## src/design/dbmc_regs.svh

```systemverilog
`ifndef DBMC_REGS_SVH
`define DBMC_REGS_SVH
// ****************************************
// register offsets (byte addresses)
// ****************************************
`define DBMC_OFF_CTRL       8'h00
`define DBMC_OFF_STATUS     8'h04
`define DBMC_OFF_CONFIG     8'h08
`define DBMC_OFF_NVM_ADDR   8'h0C
`define DBMC_OFF_NVM_DATA   8'h10
`define DBMC_OFF_CAN_CMD    8'h14
// ****************************************
// field positions
// ****************************************
`define DBMC_CTRL_INIT_DONE 0
`define DBMC_CTRL_PROG_VAL  1
`define DBMC_CTRL_ERROR     2
`define DBMC_CTRL_CFG_DONE  3
`define DBMC_CTRL_NODE_SET  4
`define DBMC_CTRL_HALL_FB   5
// ****************************************
// reset values and constants
// ****************************************
`define DBMC_CTRL_RESET     32'h0000_0000
`define DBMC_NVM_AUTORUN_ADDR 16'h4000
`define DBMC_NVM_AUTORUN_OFF  16'h0001
`define DBMC_NODE_UNCONFIG  8'hFF
`define DBMC_CMD_CIA305     1'b1
// ****************************************
// timing
// ****************************************
`define DBMC_CLK_HZ         100000000
`define DBMC_HOLD_MS        1000
`define DBMC_HOLD_CYC       ((`DBMC_CLK_HZ / 1000) * `DBMC_HOLD_MS)
`define DBMC_FLASH_MS       1000
`define DBMC_FLASH_CYC      ((`DBMC_CLK_HZ / 1000) * `DBMC_FLASH_MS)
`endif

```

## src/design/dbmc_pkg.sv

```systemverilog
package dbmc_pkg;
  typedef enum logic [2:0] {
    DBMC_ST_SAMPLE  = 3'b000,
    DBMC_ST_HALL    = 3'b001,
    DBMC_ST_DECIDE  = 3'b010,
    DBMC_ST_UNCONF  = 3'b011,
    DBMC_ST_SLAVE   = 3'b100,
    DBMC_ST_AUTORUN = 3'b101
  } dbmc_state_t;

  typedef struct packed {
    logic       canopen;
    logic [7:0] node_identifier;
  } dbmc_cfg_t;

  typedef struct packed {
    logic        awdone;
    logic [7:0]  awaddr;
    logic        wdone;
    logic [31:0] wdata;
    logic        bvalid;
    logic [1:0]  bresp;
    logic        rvalid;
    logic [31:0] rdata;
    logic [1:0]  rresp;
  } dbmc_bus_t;

  typedef struct packed {
    dbmc_state_t state;
    dbmc_cfg_t   cfg;
    logic        sampled;
    logic [31:0] hold_cnt;
    logic [31:0] flash_cnt;
    logic        flash;
    logic        init_done;
    logic        prog_valid;
    logic        error;
    logic        cfg_done;
    logic [7:0]  cfg_node;
    logic        hall_fb;
    logic [15:0] nvm_addr;
    logic [15:0] nvm_word0;
    logic        autorun_off;
    logic        run_prog;
    logic        ready_led;
    logic        error_led;
    logic        pwm_enable;
    logic        can_tx_enable;
    logic        can_cmd_accept;
    logic [7:0]  node_address;
    logic        use_hall_commutation;
    logic        use_encoder_position;
    logic [14:0] sync0;
    logic [14:0] sync1;
    dbmc_bus_t   bus;
  } dbmc_state_all_t;
endpackage : dbmc_pkg

```

## src/design/dbmc_top.sv

```systemverilog
`timescale 1ns/1ps
`default_nettype none
`include "dbmc_regs.svh"
module dbmc_top
  import dbmc_pkg::*;
#(
  parameter int unsigned HOLD_CYC  = `DBMC_HOLD_CYC,
  parameter int unsigned FLASH_CYC = `DBMC_FLASH_CYC
)(
  // clock and reset
  input  wire logic        aclk,
  input  wire logic        aresetn,
  // pins from the board
  input  wire logic        protocol_select_switch,
  input  wire logic [7:0]  config_switch_bank,
  input  wire logic [2:0]  hall_in,
  input  wire logic        motor_supply_present,
  input  wire logic        motor_supply_over_86v,
  input  wire logic        safe_torque_input_ok,
  // CAN controller side
  input  wire logic        can_cmd_valid,
  input  wire logic        can_cmd_is_cia305,
  // outputs
  output var  logic        ready_led,
  output var  logic        error_led,
  output var  logic        pwm_enable,
  output var  logic        run_program,
  output var  logic        can_tx_enable,
  output var  logic        can_cmd_accept,
  output var  logic [7:0]  node_address,
  output var  logic        use_hall_commutation,
  output var  logic        use_encoder_position,
  // axi4-lite slave
  input  wire logic [7:0]  s_axi_awaddr,
  input  wire logic        s_axi_awvalid,
  output var  logic        s_axi_awready,
  input  wire logic [31:0] s_axi_wdata,
  input  wire logic [3:0]  s_axi_wstrb,
  input  wire logic        s_axi_wvalid,
  output var  logic        s_axi_wready,
  output var  logic [1:0]  s_axi_bresp,
  output var  logic        s_axi_bvalid,
  input  wire logic        s_axi_bready,
  input  wire logic [7:0]  s_axi_araddr,
  input  wire logic        s_axi_arvalid,
  output var  logic        s_axi_arready,
  output var  logic [31:0] s_axi_rdata,
  output var  logic [1:0]  s_axi_rresp,
  output var  logic        s_axi_rvalid,
  input  wire logic        s_axi_rready
);
  dbmc_state_all_t r;
  dbmc_state_all_t next_r;
  logic [14:0]     pins;
  logic            hall_low;
  logic            sw_canopen;
  logic [7:0]      sw_node;
  logic            ovp;
  logic            sto_ok;
  logic            mot_ok;
  logic            wr_fire;

  // ****************************************
  // synchronised pins
  // ****************************************
  assign pins       = {config_switch_bank, protocol_select_switch, motor_supply_over_86v,
                       safe_torque_input_ok, motor_supply_present, hall_in};
  assign hall_low   = (r.sync1[2:0] == 3'h0);
  assign mot_ok     = r.sync1[3];
  assign sto_ok     = r.sync1[4];
  assign ovp        = r.sync1[5];
  assign sw_canopen = r.sync1[6];
  assign sw_node    = r.sync1[14:7];
  assign wr_fire    = r.bus.awdone && r.bus.wdone && !r.bus.bvalid;

  // ****************************************
  // next state
  // ****************************************
  always_comb
  begin
    next_r       = r;
    next_r.sync0 = pins;
    next_r.sync1 = r.sync0;
    // no error before the synchronised pins hold real values
    next_r.error = r.sampled && (ovp || !sto_ok);
    case (r.state)
      DBMC_ST_SAMPLE:
      begin
        // straps need two edges through the synchroniser; caught once after each reset
        if (r.hold_cnt >= 32'h2)
        begin
          next_r.cfg.canopen         = sw_canopen;
          next_r.cfg.node_identifier = sw_node;
          next_r.sampled             = 1'b1;
          next_r.hold_cnt            = 32'h0;
          next_r.state               = DBMC_ST_HALL;
        end
        else
        begin
          next_r.hold_cnt = r.hold_cnt + 32'h1;
        end
      end
      DBMC_ST_HALL:
      begin
        if (!hall_low || r.cfg.canopen)
        begin
          next_r.state = DBMC_ST_DECIDE;
        end
        else if (r.hold_cnt >= HOLD_CYC - 1)
        begin
          next_r.state = DBMC_ST_SLAVE;
          next_r.init_done = 1'b1;
        end
        else
        begin
          next_r.hold_cnt = r.hold_cnt + 32'h1;
        end
      end
      DBMC_ST_DECIDE:
      begin
        next_r.init_done = 1'b1;
        if (r.cfg.canopen && r.cfg.node_identifier == `DBMC_NODE_UNCONFIG)
        begin
          next_r.state = DBMC_ST_UNCONF;
        end
        else if (r.cfg.canopen)
        begin
          next_r.state = DBMC_ST_SLAVE;
        end
        else if (!r.prog_valid || r.autorun_off)
        begin
          next_r.state = DBMC_ST_SLAVE;
        end
        else
        begin
          next_r.state = DBMC_ST_AUTORUN;
        end
      end
      DBMC_ST_UNCONF:
      begin
        if (r.flash_cnt >= FLASH_CYC - 1)
        begin
          next_r.flash_cnt = 32'h0;
          next_r.flash     = !r.flash;
        end
        else
        begin
          next_r.flash_cnt = r.flash_cnt + 32'h1;
        end
        if (r.cfg_done)
        begin
          next_r.state = DBMC_ST_SLAVE;
        end
      end
      DBMC_ST_SLAVE:
      begin
        next_r.flash = 1'b0;
      end
      DBMC_ST_AUTORUN:
      begin
        if (mot_ok && !r.cfg.canopen)
        begin
          next_r.run_prog = 1'b1;
        end
      end
      default:
      begin
        next_r.state = DBMC_ST_SAMPLE;
      end
    endcase
    if (r.state != DBMC_ST_AUTORUN)
    begin
      next_r.run_prog = 1'b0;
    end
    next_r.ready_led = r.init_done && !r.error &&
                       ((r.state == DBMC_ST_UNCONF) ? r.flash : 1'b1);
    next_r.error_led  = r.error;
    next_r.pwm_enable = sto_ok && !ovp && r.init_done;
    next_r.can_tx_enable = r.init_done && (r.state != DBMC_ST_UNCONF);
    next_r.can_cmd_accept = can_cmd_valid &&
                            ((r.state != DBMC_ST_UNCONF) ||
                             (can_cmd_is_cia305 == `DBMC_CMD_CIA305));
    next_r.node_address = (r.state == DBMC_ST_UNCONF || !r.init_done) ? 8'h00 :
                          (r.cfg_done ? r.cfg_node : r.cfg.node_identifier);
    next_r.use_hall_commutation = r.hall_fb;
    // position always comes from the encoder, halls only add commutation
    next_r.use_encoder_position = 1'b1;

    // ****************************************
    // axi4-lite slave
    // ****************************************
    if (s_axi_awvalid && !r.bus.awdone)
    begin
      next_r.bus.awdone = 1'b1;
      next_r.bus.awaddr = s_axi_awaddr;
    end
    if (s_axi_wvalid && !r.bus.wdone)
    begin
      next_r.bus.wdone = 1'b1;
      next_r.bus.wdata = s_axi_wdata;
    end
    if (wr_fire)
    begin
      next_r.bus.bvalid = 1'b1;
      next_r.bus.bresp  = 2'b00;
      case (r.bus.awaddr)
        `DBMC_OFF_CTRL:
        begin
          next_r.prog_valid = r.bus.wdata[`DBMC_CTRL_PROG_VAL];
          next_r.cfg_done   = r.bus.wdata[`DBMC_CTRL_CFG_DONE];
          next_r.hall_fb    = r.bus.wdata[`DBMC_CTRL_HALL_FB];
        end
        `DBMC_OFF_CONFIG: next_r.cfg_node = r.bus.wdata[7:0];
        `DBMC_OFF_NVM_ADDR: next_r.nvm_addr = r.bus.wdata[15:0];
        `DBMC_OFF_NVM_DATA:
        begin
          if (r.nvm_addr == `DBMC_NVM_AUTORUN_ADDR)
          begin
            next_r.nvm_word0   = r.bus.wdata[15:0];
            next_r.autorun_off = (r.bus.wdata[15:0] == `DBMC_NVM_AUTORUN_OFF);
          end
        end
        `DBMC_OFF_STATUS, `DBMC_OFF_CAN_CMD: next_r.bus.bresp = 2'b00;
        default: next_r.bus.bresp = 2'b10;
      endcase
    end
    if (r.bus.bvalid && s_axi_bready)
    begin
      next_r.bus.bvalid = 1'b0;
      next_r.bus.awdone = 1'b0;
      next_r.bus.wdone  = 1'b0;
    end
    if (s_axi_arvalid && !r.bus.rvalid)
    begin
      next_r.bus.rvalid = 1'b1;
      next_r.bus.rresp  = 2'b00;
      case (s_axi_araddr)
        `DBMC_OFF_CTRL: next_r.bus.rdata = {26'h0, r.hall_fb, 1'b0, r.cfg_done, 1'b0,
                                            r.prog_valid, 1'b0};
        `DBMC_OFF_STATUS: next_r.bus.rdata = {16'h0, r.run_prog, r.error, r.pwm_enable,
                                              r.cfg.canopen, 1'b0, r.state, r.init_done,
                                              r.cfg.node_identifier[6:0]};
        `DBMC_OFF_CONFIG: next_r.bus.rdata = {23'h0, r.cfg.canopen, r.cfg.node_identifier};
        `DBMC_OFF_NVM_ADDR: next_r.bus.rdata = {16'h0, r.nvm_addr};
        `DBMC_OFF_NVM_DATA: next_r.bus.rdata = {16'h0, r.nvm_word0};
        `DBMC_OFF_CAN_CMD: next_r.bus.rdata = {24'h0, r.node_address};
        default:
        begin
          next_r.bus.rdata = 32'h0;
          next_r.bus.rresp = 2'b10;
        end
      endcase
    end
    else if (r.bus.rvalid && s_axi_rready)
    begin
      next_r.bus.rvalid = 1'b0;
    end
  end

  // ****************************************
  // state register
  // ****************************************
  always_ff @(posedge aclk)
  begin
    if (!aresetn)
    begin
      r <= '0;
    end
    else
    begin
      r <= next_r;
    end
  end

  assign ready_led            = r.ready_led;
  assign error_led            = r.error_led;
  assign pwm_enable           = r.pwm_enable;
  assign run_program          = r.run_prog;
  assign can_tx_enable        = r.can_tx_enable;
  assign can_cmd_accept       = r.can_cmd_accept;
  assign node_address         = r.node_address;
  assign use_hall_commutation = r.use_hall_commutation;
  assign use_encoder_position = r.use_encoder_position;
  assign s_axi_awready        = !r.bus.awdone;
  assign s_axi_wready         = !r.bus.wdone;
  assign s_axi_bvalid         = r.bus.bvalid;
  assign s_axi_bresp          = r.bus.bresp;
  assign s_axi_arready        = !r.bus.rvalid;
  assign s_axi_rvalid         = r.bus.rvalid;
  assign s_axi_rdata          = r.bus.rdata;
  assign s_axi_rresp          = r.bus.rresp;
endmodule : dbmc_top
`default_nettype wire

```

## config.mk

```make
export PLATFORM = sky130hd
export DESIGN_NAME = dbmc_top
export DESIGN_NICKNAME = d
export VERILOG_FILES = /design/src/design/dbmc_pkg.sv /design/src/design/dbmc_top.sv
export VERILOG_INCLUDE_DIRS = /design/src /design/src/design
export SDC_FILE = /design/constraint.sdc
export NUM_CORES = 1
export LEC_CHECK = 0
export BUFFER_PORTS_ARGS = -buffer_cell sky130_fd_sc_hd__buf_2
export CAP_MARGIN = 20
export CORE_MARGIN = 2
export CORE_UTILIZATION = 50
export CTS_CLUSTER_SIZE = 25
export DETAILED_ROUTE_END_ITERATION = 6
export GPL_ROUTABILITY_DRIVEN = 0
export PLACE_DENSITY = 0.72
export SLEW_MARGIN = 40
export SYNTH_ARGS = -nofsm -noshare
export SYNTH_HDL_FRONTEND = slang
export SYNTH_SLANG_ARGS = --single-unit
```

## constraint.sdc

```tcl
create_clock -name aclk -period 2.54 [get_ports aclk]
set_input_delay 0.127 -clock aclk [delete_from_list [all_inputs] [get_ports aclk]]
set_output_delay 0.127 -clock aclk [all_outputs]
set_load 0.01 [all_outputs]
```

-- After elaboration in Yosys (flattened, before gate mapping)
Cells that the tools add are included.
- word-level logic and storage cells: 160
- flip-flop bits (word level): 250
- input bits: 76
- multiplexer cells: 33
- bitwise gates (word level): 2
- reductions and logical operators: 57
- $lt $le $gt $ge: 3
- eq/ne operators: 27
- add/sub/neg operators: 2
- operator list (operator ; number):
    $mux 32 ; 4
    $mux 111 ; 1
    $pmux 16 s6 ; 1
    $add 32x1->32 const B ; 2
    $ge 32x27->1 const B ; 2
    $pmux 32 s2 ; 1
    $mux 34 ; 1
    $mux 33 ; 1
    $eq 8x4->1 const B ; 4
    $eq 8x5->1 const B ; 4
    $ge 32x2->1 const B ; 1
    $eq 16x1->1 const B ; 1
    $eq 16x15->1 const B ; 1
    $eq 8x3->1 const B ; 2
    $logic_and 1x1->1 ; 16
    $logic_not 8->1 ; 2
    $mux 3 ; 5
    $pmux 3 s5 ; 1
    $mux 13 ; 1
    $logic_not 1->1 ; 12
    $ne 2x2->1 const B ; 6
    $reduce_and 2->1 ; 6
    $reduce_or 6->1 ; 2
    $mux 1 ; 11
    17 further kinds ; 36

-- Logic depth before layout (Yosys ltp)
- depth in word-level cells: 6
- mapped depth: 10

-- Least setup slack after synthesis
No wires, ideal clock.
- kind: reg-to-reg
- from: register r[246] in the netlist's numbering
- to: register r[227] in the netlist's numbering
- required time: 2.466 ns
- path buffers: 1
- stages on the path, launching flop included: 8
- data arrival time: 2.201 ns
- clock period less this slack: 2.275 ns
- path slack: 0.265 ns
- cells stage by stage: dfxtp_1 > or4_4 > a2111oi_4 > and3_1 > buf_6 > nand4_2 > or3_1 > a31oi_1
- cells in the longest elaborated chain, start to end: 3
- RTL lines (item ; line ; RTL):
    start, declared ; dbmc_top.sv:52 ; dbmc_state_all_t r;
    start signal, assigned ; dbmc_top.sv:271 ; r <= next_r;
    $logic_or 1x1->1 ; dbmc_top.sv:105 ; if (!hall_low || r.cfg.canopen)
    $ne 2x2->1 (no line) ; -- ;
    $reduce_and 3->1 (no line) ; -- ;
Every way passes these cells.
A chain may end at the register's enable or synchronous reset.

-- Final worst setup path
Ends and elaborated chain as after synthesis.

==> metrics <==
overall power 9.017 mW; CP startpoint kind flip-flop; fillers 1,554; GRT overflow 0; First-pass DRT Iterations 5; Final Setup Violations 0; Distinct cells, synth 68; Worst-path clk slew 0.06 ns; CTS HTree Levels 1; Non-Filler Instances 1,429; Antenna Nets Post-Route 0; CTS root buf clkbuf_16; clk_lat worst skew 0.51 ns; post-synthesis compound-gate area fraction 12.47%; die area 19,980 um2; cts bufs inserted 23; vias per std cell 5.615; vias in the first global route 7,298; period utilisation layout 95.67%; post-CTS sizing 0; synth warn 0; largest family of logic cells by synthesized area simple AND/OR/NAND/NOR gates; R2R cell count 6; crit path max fanout 7; DP HPWL 15,230 um; # diodes 0; Top FF cell, synth dfxtp_1; post-synth top area share 45.84%; Pwr per Cell Area 800.2 nW/um2; iteration-0 DRC count of the detailed router 645; IO Pins 133; Worst Hold Depth 2; share of cells above drive strength 1 16.99%; Max VDD drop 449.5 uV; Initial Util 50.77%; Setup Buffers After CTS 0; WS Path Type reg -> reg; crit path DAT 2.86 ns; Max transition margin 55.54%; Clock Tree Buf Depth 3; synth top area cells dfxtp_1 46%, mux2i_1 6.4%, nor2_1 5.1%; Nets 1,259; Max Slew Vio Count 0; Hold Crit Class in -> reg; final hold vios 0; largest net degree at the start of global routing 57; most frequent cells in the layout 216 x dfxtp_1, 127 x nor2_1, 102 x nand2_1; Global Route Usage Sum 22.15%; Die Y 141.4 um; simple-gate area share of the yosys netlist 23.86%; Routed wire per std cell 16.05 um; Port Buffer Count 94; post-synthesis adder-cell area fraction 0.3979%; Tmin final 2.430 ns; worst path required time 2.97 ns; Post-synth EDFFs 0; Rows 50; DRC 0; P_leak 4.645 nW; cell area after synthesis 9433 um2; synthesized instance count 1,061; max cap viols 0; Area Growth Syn to Fin 19.46%; Placed Cells incl. Taps 1,339; vias 8,024; DRT Wirelength 22,930 um; Synth async-reset ratio 0%; Core Footprint 18,580 um2; post-synthesis mux area share 7.919%; most common cell after layout, fill and taps aside dfxtp_1; Synth Area per Inst 8.890 um2; initial antenna violation count 0; status finished, final reports clean; fraction of synthesized cell area in xor and xnor cells 2.507%; worst slew pin tran 0.6659 ns; skew final 0.02013 ns; CP Capture Type flip-flop; number of synthesized register bits 216; global-route wire length before repair 36,450 um; Die Wd 141.4 um; area leader, netlist dfxtp_1; FMAX 0.4115 GHz; clk sinks 216; CTS tree built; sequential area share after synthesis 45.84%
## power by group
part           switching, mW  internal (mW)  leakage [nW]
sequential             0.122           3.51          1.75
clock                   1.34           2.30         0.411
combinational           1.09          0.658          2.48
total                   2.55           6.47          4.65
## critical path: stages, from the launching register on
cell       delay, ns
dfxtp_1         0.32
or4_4           0.60
a2111oi_4       0.39
and3_1          0.39
nand4_2         0.15
or3_1           0.33
a31oi_1         0.17
## layout make-up
cell class                      instances  area, um2  share of cell area, %
Multi-Input combinational cell        749       4538                  40.27
Sequential cell                       216       4324                  38.37
Timing Repair Buffer                  179       1231                  10.93
Clock buffer                           32      689.4                  6.118
Tap cell                              234      292.8                  2.598
Clock inverter                          8      150.1                  1.332
Inverter                               11      42.54                 0.3775
## cells in the mapped netlist (4+ instances only)
master and count:
clkbuf_1 42, and2_1 41, nor4b_1 4, a22o_1 5, and4_1 7, o211ai_1 7
o21ai_1 10, buf_1 4, nand3_1 34, nand2b_1 4, mux2i_1 60, o21ai_0 36
a22oi_1 10, mux2_2 13, nor3_1 14, and3_1 13, or2_2 4, a41oi_1 5
buf_4 45, a21oi_1 68, or4_1 9, nand4_1 22, buf_2 4, or3_1 11
nand3b_1 5, nor2_1 127, o21a_1 8, nor2b_1 9, xnor2_1 8, a222oi_1 5
a31oi_1 10, inv_1 11, dfxtp_1 216, nand2_1 102, nor4_1 20, xor2_1 19
## repair_timing
action	CTS	global route
endpoints found under the setup margin	0	2
hold buffers	49	0
endpoints found under the hold margin	45	0
## sequential cells by signal, indices dropped and copies added (netlist names), 8 cells and up
signal / flops
r: 161
node_address: 8
s_axi_rdata: 16
next_r: 17
## stage by stage
stage	TNS [ns]	area (um2)	worst slack [ns]	hold WS (ns)	utilization (%)
finish	0	11270	0.1100	0.1375	60.65
CTS	0	11250	0.1002	0.1277	60.57
global placement	0	9920	0.1848	0.3173	53.39
floorplan	0	9497	0.2647	0.1547	-
detailed placement	0	9923	0.1202	0.3182	53.41
global route	-0.01054	11270	-0.01054	0.1542	60.65
## path summary, 6_finish.rpt
kind | start | to | slack [ns]
hold / removal | aresetn | use_encoder_position | 0.14
hold reg to reg | next_r[84] | r[84] | 0.43
setup reg to reg | r[246] | r[227] | 0.11
setup / recovery | r[246] | r[227] | 0.11
## routing by layer
layer | GRT usage [%] | routed length (um) | up-vias
met5 | 0 | 0 | -
met4 | 5.632 | 435 | 0
met3 | 3.307 | 1384 | 42
met2 | 37.66 | 10980 | 222
met1 | 29.71 | 10140 | 3845
li1 | - | - | 3915
## kinds of logic after synthesis
logic type,count (synthesis)
DFF,216
xor gates and xnor gates,27
adders and majority gates,3
and+or+nand+nor,443
AOI/OAI and AO/OA,184
buffers and inverters,114
other,1
muxes,73
Power figures use the tool's default switching activity.
